===== config.mk =====
export PLATFORM = sky130hd
export DESIGN_NAME = prc_run_logic
export DESIGN_NICKNAME = d
export VERILOG_FILES = /design/src/prc_pkg.sv /design/src/prc_pulse_qual.sv /design/src/prc_run_logic.sv
export VERILOG_INCLUDE_DIRS = /design/src
export SDC_FILE = /design/constraint.sdc
export NUM_CORES = 1
export LEC_CHECK = 0
export BUFFER_PORTS_ARGS = -buffer_cell sky130_fd_sc_hd__buf_4
export CORE_ASPECT_RATIO = 1.2
export CORE_MARGIN = 1.5
export CORE_UTILIZATION = 45
export DETAILED_ROUTE_END_ITERATION = 10
export PLACE_DENSITY = 0.63
export SETUP_SLACK_MARGIN = 0.2
export SLEW_MARGIN = 15
export SYNTH_ARGS = -nofsm -noshare
export SYNTH_HDL_FRONTEND = slang
export SYNTH_SLANG_ARGS = --single-unit

===== constraint.sdc =====
create_clock -name ref_clk -period 8.3 [get_ports ref_clk]
set_input_delay 0.83 -clock ref_clk [delete_from_list [all_inputs] [get_ports ref_clk]]
set_output_delay 0.83 -clock ref_clk [all_outputs]
set_load 0.01 [all_outputs]

===== src/prc_defines.svh =====
// Constants for the preset counter run logic.
// Overview of operation
// - Protect level gates mode, display, reset, up/down keys.
// - Mode+reset 1 s, mode 3 s change mode.
// - Up/down keys adjust each set value digit; down key works in four-digit mode only.
// - Present value reaching set value drives outputs.
// - Batch count increments on each count completion.
// - Batch count reaching batch set value sets first output.
// - Dual value is sum or difference of inputs.
// - Dual value reaching dual set value drives outputs in hold mode; one-shot starts on the next count made at that value.
// - Dual mode: both inputs count upward.
// - Counting starts after first input turns on.
// - One-stage model acts as second output only.
// - Some configs switch both outputs together.
// - Four-digit full scale is 9999.
// - Wraparound modes return present value to zero.
// - Counts ignored while first reset asserted, except input b in dual mode.
// - First reset ends an active one-shot.
// - Outputs on at power loss return on recovery.
// - Dual: first reset zeroes first input only.
`ifndef PRC_DEFINES_SVH
`define PRC_DEFINES_SVH
`define PRC_CLK_NS      10
`define PRC_MS_NS       1000000
`define PRC_MS_CYC      (`PRC_MS_NS / `PRC_CLK_NS)
`define PRC_CFGSEL_MS   1000
`define PRC_FUNCSET_MS  3000
`define PRC_W30_NS      16700000
`define PRC_W30_CYC     (`PRC_W30_NS / `PRC_CLK_NS)
`define PRC_W5K_NS      100000
`define PRC_W5K_CYC     (`PRC_W5K_NS / `PRC_CLK_NS)
`define PRC_FS6         20'h0_F423F
`define PRC_FS4         20'h0_270F
`define PRC_SV_RST      20'h0_0000
`define PRC_SV_MAIN     2'h1
`define PRC_SV_BATCH    2'h2
`define PRC_SV_DUAL     2'h3
`endif


===== src/prc_pkg.sv =====
// Types shared by the preset counter run logic.
package prc_pkg;
  typedef enum logic [2:0] {CFG_ONE, CFG_TWO, CFG_TOTAL, CFG_BATCH, CFG_DUAL} prc_cfg_t;
  typedef enum logic {OM_HOLD, OM_ONESHOT} prc_omode_t;
  typedef enum logic [1:0] {HOLD_IDLE, HOLD_COMBO, HOLD_ALONE, HOLD_DONE} prc_hold_t;
endpackage


===== src/prc_pulse_qual.sv =====
// Count input pulse width qualifier.
`timescale 1ns/1ps
module prc_pulse_qual #(
  parameter int SLOW_CYC = 1670000,
  parameter int FAST_CYC = 10000
) (
  input  wire logic ref_clk,
  input  wire logic srst,
  input  wire logic sig,
  input  wire logic fast,
  output logic      count_pulse_r
);
  logic [20:0] cnt_r;
  logic [20:0] thr;

  assign thr = fast ? FAST_CYC[20:0] : SLOW_CYC[20:0];

  // Shorter highs are treated as noise and never reach the counter.
  always_ff @(posedge ref_clk) begin
    if (srst || !sig) begin
      cnt_r <= 21'h00_0000;
    end else if (cnt_r != thr) begin
      cnt_r <= cnt_r + 21'h00_0001;
    end
  end

  always_ff @(posedge ref_clk) begin
    if (srst) begin
      count_pulse_r <= 1'b0;
    end else begin
      count_pulse_r <= sig && (cnt_r == thr - 21'h00_0001);
    end
  end
endmodule


===== src/prc_run_logic.sv =====
// Run-mode logic of the multifunction preset counter.
`timescale 1ns/1ps
`include "prc_defines.svh"
module prc_run_logic #(
  parameter int MS_CYC  = `PRC_MS_CYC,
  parameter int W30_CYC = `PRC_W30_CYC,
  parameter int W5K_CYC = `PRC_W5K_CYC
) (
  input  wire logic               ref_clk,
  input  wire logic               srst,
  input  wire logic               count_input_a,
  input  wire logic               count_input_b,
  input  wire logic               speed_fast,
  input  wire logic               first_reset_in,
  input  wire logic               second_reset_in,
  input  wire logic               key_mode,
  input  wire logic               first_reset_key,
  input  wire logic               key_up,
  input  wire logic               key_down,
  input  wire logic               key_disp,
  input  wire logic               key_protect_on,
  input  wire logic [2:0]         lock_level,
  input  wire logic [1:0]         edit_sel,
  input  wire logic [2:0]         edit_digit,
  input  wire prc_pkg::prc_cfg_t  cfg_sel,
  input  wire prc_pkg::prc_omode_t out_mode,
  input  wire logic               six_digit,
  input  wire logic               two_stage_model,
  input  wire logic               dual_add,
  input  wire logic [13:0]        oneshot_ms,
  input  wire logic               nv_restore,
  input  wire logic [3:0]         nv_state_in,
  output logic                    first_output,
  output logic                    second_output,
  output logic                    cfg_select_req,
  output logic                    func_set_req,
  output logic                    disp_sel_r,
  output logic [19:0]             pv_a_r,
  output logic [19:0]             pv_b_r,
  output logic [19:0]             total_r,
  output logic [19:0]             batch_r,
  output logic signed [20:0]      dual_val,
  output logic                    nv_wr_r,
  output logic [3:0]              nv_state_r
);
  import prc_pkg::*;

  logic [19:0]        fs;
  logic [19:0]        sv_r [4];
  logic               ev_a;
  logic               ev_b;
  logic               armed_r;
  logic               is_dual;
  logic               mode_ok;
  logic               disp_ok;
  logic               reset_ok;
  logic               updn_ok;
  logic [4:0]         key_q_r;
  logic               rkey_evt;
  logic               rst1;
  logic               rst2;
  logic               ms_tick;
  logic [16:0]        ms_div_r;
  prc_hold_t          hold_r;
  logic [11:0]        hold_ms_r;
  logic               cnt_a;
  logic               cnt_b;
  logic [19:0]        pv_inc;
  logic               hit;
  logic               out_hold_r;
  logic               first_output_hold_r;
  logic               batch_out_r;
  logic               os_active_r;
  logic [13:0]        os_ms_r;
  logic               main_on;
  logic [3:0]         nv_nxt;
  logic signed [20:0] dsv;

  assign fs = six_digit ? `PRC_FS6 : `PRC_FS4;
  assign is_dual = (cfg_sel == CFG_DUAL);

  // Protect level gating of the front-panel keys.
  assign mode_ok  = !key_protect_on;
  assign disp_ok  = !key_protect_on || (lock_level != 3'h5);
  assign reset_ok = !key_protect_on || (lock_level == 3'h1) || (lock_level == 3'h3);
  assign updn_ok  = !key_protect_on || (lock_level == 3'h1) || (lock_level == 3'h2);

  always_ff @(posedge ref_clk) begin
    if (srst) begin
      key_q_r <= 5'h00;
    end else begin
      key_q_r <= {key_disp, key_down, key_up, first_reset_key, key_mode};
    end
  end

  assign rkey_evt = first_reset_key && !key_q_r[1] && reset_ok && !key_mode;
  assign rst1 = first_reset_in || rkey_evt;
  assign rst2 = second_reset_in;

  always_ff @(posedge ref_clk) begin
    if (srst) begin
      disp_sel_r <= 1'b0;
    end else if (key_disp && !key_q_r[4] && disp_ok) begin
      disp_sel_r <= !disp_sel_r;
    end
  end

  // Millisecond enable for key holds and the one-shot timer.
  always_ff @(posedge ref_clk) begin
    if (srst || ms_tick) begin
      ms_div_r <= 17'h0_0000;
    end else begin
      ms_div_r <= ms_div_r + 17'h0_0001;
    end
  end
  assign ms_tick = (ms_div_r == MS_CYC[16:0] - 17'h0_0001);

  // Key hold detection starts one tick below zero, so a partial first millisecond never counts.
  always_ff @(posedge ref_clk) begin
    if (srst || !mode_ok || !key_mode) begin
      hold_r    <= HOLD_IDLE;
      hold_ms_r <= 12'h000;
    end else begin
      unique case (hold_r)
        HOLD_IDLE: begin
          hold_r    <= first_reset_key ? HOLD_COMBO : HOLD_ALONE;
          hold_ms_r <= 12'hFFF;
        end
        HOLD_COMBO: begin
          if (!first_reset_key) begin
            hold_r    <= HOLD_IDLE;
          end else if (hold_ms_r == 12'(`PRC_CFGSEL_MS)) begin
            hold_r <= HOLD_DONE;
          end else if (ms_tick) begin
            hold_ms_r <= hold_ms_r + 12'h001;
          end
        end
        HOLD_ALONE: begin
          if (first_reset_key) begin
            hold_r <= HOLD_IDLE;
          end else if (hold_ms_r == 12'(`PRC_FUNCSET_MS)) begin
            hold_r <= HOLD_DONE;
          end else if (ms_tick) begin
            hold_ms_r <= hold_ms_r + 12'h001;
          end
        end
        HOLD_DONE: hold_r <= HOLD_DONE;
      endcase
    end
  end
  assign cfg_select_req = mode_ok && key_mode && first_reset_key && (hold_r == HOLD_COMBO)
                          && (hold_ms_r == 12'(`PRC_CFGSEL_MS));
  assign func_set_req = mode_ok && key_mode && !first_reset_key && (hold_r == HOLD_ALONE)
                        && (hold_ms_r == 12'(`PRC_FUNCSET_MS));

  // Set values, one register each, adjusted a decimal digit at a time.
  function automatic logic [19:0] pow10(input logic [2:0] d);
    unique case (d)
      3'h0:    pow10 = 20'h0_0001;
      3'h1:    pow10 = 20'h0_000A;
      3'h2:    pow10 = 20'h0_0064;
      3'h3:    pow10 = 20'h0_03E8;
      3'h4:    pow10 = 20'h0_2710;
      3'h5:    pow10 = 20'h1_86A0;
      default: pow10 = 20'h0_0000;
    endcase
  endfunction

  for (genvar i = 0; i < 4; i++) begin : g_sv
    always_ff @(posedge ref_clk) begin
      if (srst) begin
        sv_r[i] <= `PRC_SV_RST;
      end else if (updn_ok && edit_sel == 2'(i)) begin
        if (key_up && !key_q_r[2]) begin
          sv_r[i] <= (fs - sv_r[i] < pow10(edit_digit)) ? fs : sv_r[i] + pow10(edit_digit);
        end else if (key_down && !key_q_r[3] && !six_digit) begin
          // Six-digit units have no down key, so down presses are dropped there.
          sv_r[i] <= (sv_r[i] < pow10(edit_digit)) ? 20'h0_0000
                     : sv_r[i] - pow10(edit_digit);
        end
      end
    end
  end

  prc_pulse_qual #(.SLOW_CYC(W30_CYC), .FAST_CYC(W5K_CYC)) u_qual_a (
    .ref_clk       (ref_clk),
    .srst          (srst),
    .sig           (count_input_a),
    .fast          (speed_fast),
    .count_pulse_r (ev_a)
  );
  prc_pulse_qual #(.SLOW_CYC(W30_CYC), .FAST_CYC(W5K_CYC)) u_qual_b (
    .ref_clk       (ref_clk),
    .srst          (srst),
    .sig           (count_input_b),
    .fast          (speed_fast),
    .count_pulse_r (ev_b)
  );

  always_ff @(posedge ref_clk) begin
    if (srst) begin
      armed_r <= 1'b0;
    end else if (ev_a) begin
      armed_r <= 1'b1;
    end
  end

  // In dual mode input b counts up; otherwise it counts the value down.
  assign cnt_a = ev_a && !first_reset_in;
  assign cnt_b = ev_b && armed_r && (is_dual || !first_reset_in);
  assign pv_inc = (pv_a_r == fs) ? ((out_mode == OM_ONESHOT) ? 20'h0_0000 : fs)
                  : pv_a_r + 20'h0_0001;
  assign hit = is_dual ? (cnt_a || cnt_b) && (dual_val == dsv)
               : cnt_a && !cnt_b && (pv_inc == sv_r[`PRC_SV_MAIN]);

  always_ff @(posedge ref_clk) begin
    if (srst || rst1) begin
      pv_a_r <= 20'h0_0000;
    end else if (is_dual) begin
      if (cnt_a && pv_a_r != fs) begin
        pv_a_r <= pv_a_r + 20'h0_0001;
      end
    end else if (hit && out_mode == OM_ONESHOT) begin
      pv_a_r <= 20'h0_0000;
    end else if (cnt_a && !cnt_b) begin
      pv_a_r <= pv_inc;
    end else if (cnt_b && !cnt_a && pv_a_r != 20'h0_0000) begin
      pv_a_r <= pv_a_r - 20'h0_0001;
    end
  end

  always_ff @(posedge ref_clk) begin
    if (srst || (is_dual && rst2)) begin
      pv_b_r <= 20'h0_0000;
    end else if (is_dual && cnt_b && pv_b_r != fs) begin
      pv_b_r <= pv_b_r + 20'h0_0001;
    end
  end

  assign dsv = $signed({1'b0, sv_r[`PRC_SV_DUAL]});
  // After an event the compare sees the updated values one cycle later.
  assign dual_val = dual_add ? $signed({1'b0, pv_a_r}) + $signed({1'b0, pv_b_r})
                    : $signed({1'b0, pv_a_r}) - $signed({1'b0, pv_b_r});

  always_ff @(posedge ref_clk) begin
    if (srst || rst2) begin
      total_r <= 20'h0_0000;
    end else if (cnt_a) begin
      total_r <= (total_r == fs) ? 20'h0_0000 : total_r + 20'h0_0001;
    end
  end

  always_ff @(posedge ref_clk) begin
    if (srst || rst2 || (rkey_evt && disp_sel_r)) begin
      batch_r <= 20'h0_0000;
    end else if (cfg_sel == CFG_BATCH && hit) begin
      batch_r <= (batch_r == fs) ? 20'h0_0000 : batch_r + 20'h0_0001;
    end
  end

  always_ff @(posedge ref_clk) begin
    if (srst || rst2 || (rkey_evt && disp_sel_r)) begin
      batch_out_r <= 1'b0;
    end else if (nv_restore) begin
      batch_out_r <= nv_state_in[2];
    end else if (cfg_sel == CFG_BATCH && sv_r[`PRC_SV_BATCH] != 20'h0_0000
                 && batch_r >= sv_r[`PRC_SV_BATCH]) begin
      batch_out_r <= 1'b1;
    end
  end

  // Hold outputs stay on until the first reset.
  always_ff @(posedge ref_clk) begin
    if (srst || rst1) begin
      out_hold_r <= 1'b0;
    end else if (nv_restore) begin
      out_hold_r <= nv_state_in[0];
    end else if (armed_r && out_mode == OM_HOLD && (is_dual ? dual_val >= dsv
                 : pv_a_r >= sv_r[`PRC_SV_MAIN])) begin
      out_hold_r <= 1'b1;
    end
  end

  always_ff @(posedge ref_clk) begin
    if (srst || rst1) begin
      first_output_hold_r <= 1'b0;
    end else if (nv_restore) begin
      first_output_hold_r <= nv_state_in[1];
    end else if (armed_r && pv_a_r >= sv_r[0]) begin
      first_output_hold_r <= 1'b1;
    end
  end

  // A recurring completion during a one-shot simply restarts its timer.
  always_ff @(posedge ref_clk) begin
    if (srst || rst1) begin
      os_active_r <= 1'b0;
      os_ms_r     <= 14'h0000;
    end else if ((nv_restore && nv_state_in[3]) || (out_mode == OM_ONESHOT && hit)) begin
      os_active_r <= 1'b1;
      os_ms_r     <= 14'h0000;
    end else if (os_active_r && ms_tick) begin
      os_active_r <= (os_ms_r + 14'h0001 < oneshot_ms);
      os_ms_r     <= os_ms_r + 14'h0001;
    end
  end

  assign main_on = (out_mode == OM_HOLD) ? out_hold_r : os_active_r;

  always_ff @(posedge ref_clk) begin
    if (srst) begin
      first_output  <= 1'b0;
      second_output <= 1'b0;
    end else begin
      second_output <= main_on;
      if (!two_stage_model) begin
        first_output <= 1'b0;
      end else if (cfg_sel == CFG_TWO) begin
        first_output <= first_output_hold_r;
      end else if (cfg_sel == CFG_BATCH) begin
        first_output <= batch_out_r;
      end else begin
        first_output <= main_on;
      end
    end
  end

  // Output state is offered for nonvolatile storage whenever it changes.
  assign nv_nxt = {os_active_r, batch_out_r, first_output_hold_r, out_hold_r};
  always_ff @(posedge ref_clk) begin
    if (srst) begin
      nv_state_r <= 4'h0;
      nv_wr_r    <= 1'b0;
    end else begin
      nv_state_r <= nv_nxt;
      nv_wr_r    <= (nv_nxt != nv_state_r);
    end
  end

  kp_mode_a: assert property (@(posedge ref_clk) disable iff (srst)
    key_protect_on |-> !cfg_select_req && !func_set_req)
    else $error("mode change passed key protect");
  kp_disp_a: assert property (@(posedge ref_clk) disable iff (srst)
    key_protect_on && lock_level == 3'h5 |=> $stable(disp_sel_r))
    else $error("display switched at level five");
  hold_time_a: assert property (@(posedge ref_clk) disable iff (srst)
    func_set_req |-> hold_ms_r == 12'(`PRC_FUNCSET_MS) && $past(key_mode))
    else $error("function mode entered early");
  rst_block_a: assert property (@(posedge ref_clk) disable iff (srst)
    first_reset_in |=> pv_a_r == 20'h0_0000)
    else $error("count moved under reset");
  os_cancel_a: assert property (@(posedge ref_clk) disable iff (srst)
    first_reset_in ##1 1'b1 |-> !os_active_r ##1 !second_output || out_mode == OM_HOLD)
    else $error("one-shot survived reset");
  one_stage_a: assert property (@(posedge ref_clk) disable iff (srst)
    !two_stage_model |=> !first_output)
    else $error("one-stage model drove first output");
  same_out_a: assert property (@(posedge ref_clk) disable iff (srst)
    two_stage_model && (cfg_sel == CFG_ONE || cfg_sel == CFG_TOTAL || cfg_sel == CFG_DUAL)
    |=> first_output == second_output)
    else $error("outputs split in single-set config");
  armed_a: assert property (@(posedge ref_clk) disable iff (srst)
    !armed_r |-> pv_a_r == 20'h0_0000 && total_r == 20'h0_0000)
    else $error("counted before first input");
  fs_a: assert property (@(posedge ref_clk) disable iff (srst)
    pv_a_r <= fs || $changed(six_digit))
    else $error("present value beyond full scale");
endmodule


### Word-level counts from Yosys, hierarchy flattened

Memories as Yosys holds them, arrays and structs flattened.
Index checks and enable logic that the tools add are counted.

| storage, ports and cells | value |
|---|---|
| register bits | 187 |
| memory bits (writable) | 80 |
| bits of input ports | 47 |
| output and inout port bits | 111 |
| memories kept | 1 |

| operators by class | value |
|---|---|
| add/subtract/negate cells | 25 |
| magnitude comparators | 13 |
| eq/ne operators | 40 |
| muxes and demuxes | 102 |
| bitwise operators | 10 |
| reduce and logical (&&, ||, !) cells | 90 |

Memory list:

| memory | words | width | read ports | clocked after memory_dff | wr ports | RTL line | RTL |
|---|---|---|---|---|---|---|---|
| sv_r | 4 | 20 | 4 | 0 | 4 | prc_run_logic.sv:49 | `logic [19:0] sv_r [4];` |

Operators with widths:

| cell | count |
|---|---|
| $mux W20 | 45 |
| $lt A20 B20 Y1 | 8 |
| $sub A20 B20 Y20 | 8 |
| $pmux W17 S6 | 1 |
| $add A20 B1 Y20 const B | 4 |
| $add A20 B20 Y20 | 4 |
| $eq A20 B20 Y1 | 4 |
| $eq A21 B21 Y1 | 3 |
| $ge A20 B20 Y1 | 3 |
| $mux W12 | 5 |
| $logic_and A1 B1 Y1 | 43 |
| $add A21 B1 Y21 const B | 2 |
| $mux W1 | 42 |
| $mux W21 | 2 |
| $ne A21 B21 Y1 | 2 |
| $ne A20 B20 Y1 | 2 |
| $reduce_bool A20 Y1 | 2 |
| $pmux W12 S3 | 1 |
| $add A20 B20 Y21 | 1 |
| $ge A21 B21 Y1 | 1 |
| $sub A20 B20 Y21 | 1 |
| $sub A21 B1 Y21 const B | 1 |
| $sub A20 B1 Y20 const B | 1 |
| $add A17 B1 Y17 const B | 1 |
| 29 further kinds | 93 |

### Longest topological paths before layout

| depth | value |
|---|---|
| depth after elaboration | 10 |
| mapped depth | 27 |

### Modules after synthesis

From an unflattened synthesis, not the netlist that was laid out.

| second synthesis, totals | value |
|---|---|
| cell total of the unflattened synthesis | 3534 |
| area total of the unflattened synthesis | 27776.6 sq um |

Modules (own cells, without submodules):

| module | times used | cells each | area an instance (sq um) | sequential area each (sq um) |
|---|---|---|---|---|
| prc_run_logic | 1 | 3266 | 25486.9 | 5245.0 |
| prc_pulse_qual | 2 | 134 | 1144.8 | 440.4 |

### Worst setup path after synthesis

OpenSTA, ideal clock, no wires.

| path | value |
|---|---|
| path type | in2reg |
| from | input port six_digit |
| to | memory sv_r[3][14], data pin |
| library setup time | 254 ps |
| arrival time | 5307 ps |
| data required time | 8046 ps |
| setup slack | 2739 ps |
| stages on the path | 19 |
| buffers on the path | 2 |
| path through | buf_2 inv_1 clkbuf_1 ha_1 inv_1 fa_1 a31oi_1 o211a_1 a21oi_1 xor2_1 ha_1 a221oi_1 o31ai_1 a41oi_1 o21ai_0 a221oi_1 a31oi_1 a221o_1 a21o_1 |

RTL lines:

| what | RTL line | RTL |
|---|---|---|
| start: declaration | prc_run_logic.sv:27 | `input wire logic six_digit,` |
| end: declaration | prc_run_logic.sv:49 |  |

### Final worst setup path

| path | value |
|---|---|
| from | register pv_b_r[0] |
| to | register pv_a_r[1] |

| on the way | value |
|---|---|
| cells in the longest elaborated chain, start to end | 8 |
| elaborated cells on any way between the ends | 11 |

RTL lines:

| what | RTL line | RTL |
|---|---|---|
| start: declaration | prc_run_logic.sv:39 | `output logic [19:0] pv_b_r,` |
| start signal: assignment | prc_run_logic.sv:236 | `pv_b_r <= pv_b_r + 20'h0_0001;` |
| $sub A20 B20 Y21 / $add A20 B20 Y21 (equally long branches) | prc_run_logic.sv:243, prc_run_logic.sv:242 |  |
| $mux W21 * | prc_run_logic.sv:242 | `assign dual_val = dual_add ? $signed({1'b0, pv_a_r}) + $signed({1'b0, pv_b_r})` |
| $eq A21 B21 Y1 * | prc_run_logic.sv:213 | `assign hit = is_dual ? (cnt_a \|\| cnt_b) && (dual_val == dsv)` |
| $logic_and A1 B1 Y1 * | prc_run_logic.sv:213 |  |
| $mux W1 * | prc_run_logic.sv:213 |  |
| $logic_and A1 B1 Y1 * | prc_run_logic.sv:223 | `end else if (hit && out_mode == OM_ONESHOT) begin` |
| $reduce_bool A4 Y1 (no source line) / $mux W20 (equally long branches) | -- |  |
| $reduce_and A2 Y1 (no source line) / $mux W20 (equally long branches) | -- |  |
| end signal: assignment | prc_run_logic.sv:221 | `pv_a_r <= pv_a_r + 20'h0_0001;` |
| end signal: assignment | prc_run_logic.sv:226 | `pv_a_r <= pv_inc;` |
| end signal: assignment | prc_run_logic.sv:228 | `pv_a_r <= pv_a_r - 20'h0_0001;` |
| end: declaration | prc_run_logic.sv:38 | `output logic [19:0] pv_a_r,` |

Every way passes the cells marked *; elsewhere a longest branch is shown, timed or not.
A chain may end at the register's enable or synchronous reset.

==> flow_summary.json <==
{
  "outcome": "complete, no violations",
  "cts_tree": "built",
  "antenna_found_initial": 2,
  "synth_top_family_by_area": "simple AND/OR/NAND/NOR gates",
  "critPathLaunch": "pv_b_r[0]$_SDFFE_PP0P_",
  "routed_wl_um": 94800,
  "synthAdderAreaFrac": 0.161,
  "antenna_cells": 0,
  "dieArea_mm2": 0.0633,
  "ir_drop_uv": 114,
  "gp_congestion": 0.954,
  "core_mm2": 0.0609,
  "setup.worst_path.class": "flip-flop to flip-flop",
  "min_period_over_period": 0.769,
  "ys_warn_count": 0,
  "syn_area_per_cell_um2": 7.81,
  "grt_pass1_vias": 26184,
  "hold_viol_final": 0,
  "synth-xor-area-share": 0.0849,
  "die_h_um": 275,
  "path_clk_slew_ns": 0.06,
  "grtUsageTotal": 0.292,
  "nets": 4067,
  "synth-seq-area-share": 0.220,
  "cts.htree.levels": 2,
  "synth_area_mm2": 0.0278,
  "finalSetupViolations": 0,
  "synth_compound_area_frac": 0.231,
  "worst_setup_path_start_kind": "flip-flop",
  "power_density_mw_per_mm2": 137,
  "clockBufferDepth": 3,
  "finalCriticalPeriod_ns": 6.39,
  "clock.fmax_ghz": 0.157,
  "synth-main-ff-cell": "dfxtp_1",
  "cp.arrival_ns": 6.85,
  "place.port_buffers": 157,
  "rsz0062_at_grt": "no",
  "final_util": 0.509,
  "leakage_uw": 0.0129,
  "cts_sinks": 266,
  "crit_end": "pv_a_r[1]$_SDFFE_PP0P_",
  "rrSetupSlack_ns": 1.91,
  "routed_via_density": 6.12,
  "clockRootBuffer": "clkbuf_16",
  "post-route-drc-count": 0,
  "endpoint_kind": "flip-flop",
  "synth-edff-count": 80,
  "synthSimpleGateAreaFrac": 0.244,
  "ys_seq_elements": 266,
  "rr_worst_depth": 24,
  "skew_ns": 0.0274,
  "worstMarginPinSlew_ns": 1.13,
  "r2r_end": "pv_a_r[1]$_SDFFE_PP0P_",
  "maxSlewHeadroom": 0.243,
  "post_cts_resized": 0,
  "initial_core_util": 0.457,
  "netlist-cell-type-count": 101,
  "areaGrowthSynthToFinish_pct": 11.4,
  "drv_slew": 0,
  "grt_start_max_net_pins": 53,
  "overflow": 0,
  "synth_cells": 3563,
  "ctsHoldBuffers": 0,
  "async_reset_ff_frac": 0,
  "drive_above_1_share": 0.0941,
  "wl_per_cell_um": 21.1,
  "max_cap_viol_count": 0,
  "io_pins": 158,
  "regToRegStartpoint": "pv_b_r[0]$_SDFFE_PP0P_",
  "drt_iter0_drc": 2145,
  "final_antenna_net_count": 0,
  "vias": 27584,
  "grt_pass1_wl_um": 148000,
  "yosys-mux-area-fraction": 0.00935,
  "worst_skew_pair.late_latency_ns": 0.57,
  "num_rows": 99,
  "numCtsBuffers": 35,
  "die_w_um": 230,
  "hold_path.class": "flip-flop to flip-flop",
  "setup_tns_ns": 0,
  "critPathRequiredTime_ns": 8.77,
  "postCtsSetupRepairBufs": 0,
  "syn_nets": 3960,
  "worstPathMaxFanout": 16,
  "dp_hpwl_um": 71600,
  "dr.pass1.iters": 6
}
-- cell usage in the layout (no fill, tap or decap), types with 80 or more instances in the layout --
cell | Yosys | layout
a21oi_1 | 224 | 220
inv_1 | 221 | 221
xnor2_1 | 163 | 163
nand2_1 | 235 | 235
edfxtp_1 | 80 | 80
xor2_1 | 104 | 104
nor2_1 | 388 | 388
o21ai_0 | 187 | 185
buf_4 | 2 | 209
nand3_1 | 130 | 130
nor3_1 | 116 | 114
ha_1 | 337 | 337
dfxtp_1 | 186 | 186
-- power by group --
group | total, uW | switching, uW | internal [uW]
Combinational | 1250 | 751 | 496
Clock | 1510 | 654 | 852
Sequential | 1490 | 90.6 | 1400
Total | 4240 | 1500 | 2750
-- state kept, by name, summed over array words and instances (netlist names), 12 cells and up --
register        cells
u_qual_a.cnt_r     21
os_ms_r            14
pv_b_r             20
batch_r            20
total_r            20
pv_a_r             20
u_qual_b.cnt_r     21
sv_r               80
hold_ms_r          12
ms_div_r           17
-- worst max-delay path: stages, from the launching register on --
cell	delay [ns]
dfxtp_1	0.39
inv_1	0.13
ha_1	0.19
or4b_1	0.50
nor3b_1	0.53
and4_1	0.35
nor2_1	0.07
xor2_1	0.15
ha_1	0.35
nand2_1	0.13
nor2_1	0.05
a21oi_1	0.15
a21boi_0	0.46
nand2b_1	0.11
a21oi_1	0.19
xnor2_1	0.17
ha_1	0.30
nand4_1	0.12
a21oi_1	0.06
and3_1	0.21
and3_1	0.17
a311o_1	0.37
o211ai_2	0.69
a221oi_1	0.19
a211oi_1	0.26
-- metal layers --
metal	track usage	share of wire
met5	0	0.00013
met4	0.139	0.048
met3	0.0392	0.062
met2	0.494	0.47
met1	0.368	0.42
-- Yosys cell counts, types with 12 or more instances --
master | number | area [um2]
nor2_1 | 388 | 1460
ha_1 | 337 | 4220
nand2_1 | 235 | 882
a21oi_1 | 224 | 1120
inv_1 | 221 | 830
o21ai_0 | 187 | 936
dfxtp_1 | 186 | 3720
xnor2_1 | 163 | 1430
nand3_1 | 130 | 651
nor3_1 | 116 | 581
clkbuf_1 | 113 | 424
xor2_1 | 104 | 911
edfxtp_1 | 80 | 2400
a21o_1 | 62 | 465
nand2b_1 | 62 | 388
a211oi_1 | 59 | 443
and3_1 | 53 | 332
nand4_1 | 53 | 332
or3_1 | 52 | 325
nor2b_1 | 47 | 294
nor4_1 | 47 | 294
a31oi_1 | 46 | 288
o21a_1 | 33 | 248
a221oi_1 | 32 | 280
or2_2 | 27 | 169
o21bai_1 | 25 | 188
and2_1 | 23 | 144
o31ai_1 | 23 | 173
o211ai_1 | 22 | 165
a211o_1 | 18 | 158
nand3b_1 | 18 | 135
mux2i_1 | 17 | 170
o22ai_1 | 17 | 106
a22oi_1 | 16 | 120
buf_2 | 16 | 80.1
nor3b_1 | 16 | 120
o2111ai_1 | 16 | 140
fa_1 | 13 | 260
or4_1 | 13 | 97.6
a311oi_1 | 12 | 105
a31o_2 | 12 | 105
-- final cells by class --
cell class              count  area, um2
fillers                  6015      30000
multi-input cells        2936      20300
flip-flops and latches    266       6130
repair buffers            209       1570
well taps                 808       1010
clock buffers              52       1010
inverters                 222        833
clock inverters            12        100
-- stage by stage --
stage	setup WS (ns)	instance area [um2]	total power (uW)	instances	hold slack [ns]
floorplan	2.74	27800	2400	3563	0.418
global route	1.51	31000	4450	4505	0.470
detailed placement	1.90	29900	2730	4441	0.445
finish	1.91	31000	4240	4505	0.451
CTS	1.95	31000	4250	4505	0.454
global placement	1.81	29900	2730	4441	0.431
-- worst min-delay path by stage --
stage / cells past startpoint / slack [ns] / endpoint / start
detailed placement: 1 / 0.45 / ms_div_r[0]$_SDFF_PP0_ / ms_div_r[0]$_SDFF_PP0_
CTS: 1 / 0.45 / ms_div_r[0]$_SDFF_PP0_ / ms_div_r[0]$_SDFF_PP0_
global placement: 1 / 0.43 / ms_div_r[0]$_SDFF_PP0_ / ms_div_r[0]$_SDFF_PP0_
global route: 2 / 0.47 / key_q_r[4]$_SDFF_PP0_ / key_disp
finish: 1 / 0.45 / ms_div_r[0]$_SDFF_PP0_ / ms_div_r[0]$_SDFF_PP0_
floorplan: 1 / 0.42 / ms_div_r[0]$_SDFF_PP0_ / ms_div_r[0]$_SDFF_PP0_
-- logic make-up after synthesis --
family                     after synthesis
and+or+nand+nor                       1340
DFF                                    266
xor gates and xnor gates               268
muxes                                   25
buffers and inverters                  361
adders and majority gates              350
AOI/OAI and AO/OA                      953
(Power assumes the default switching activity.)
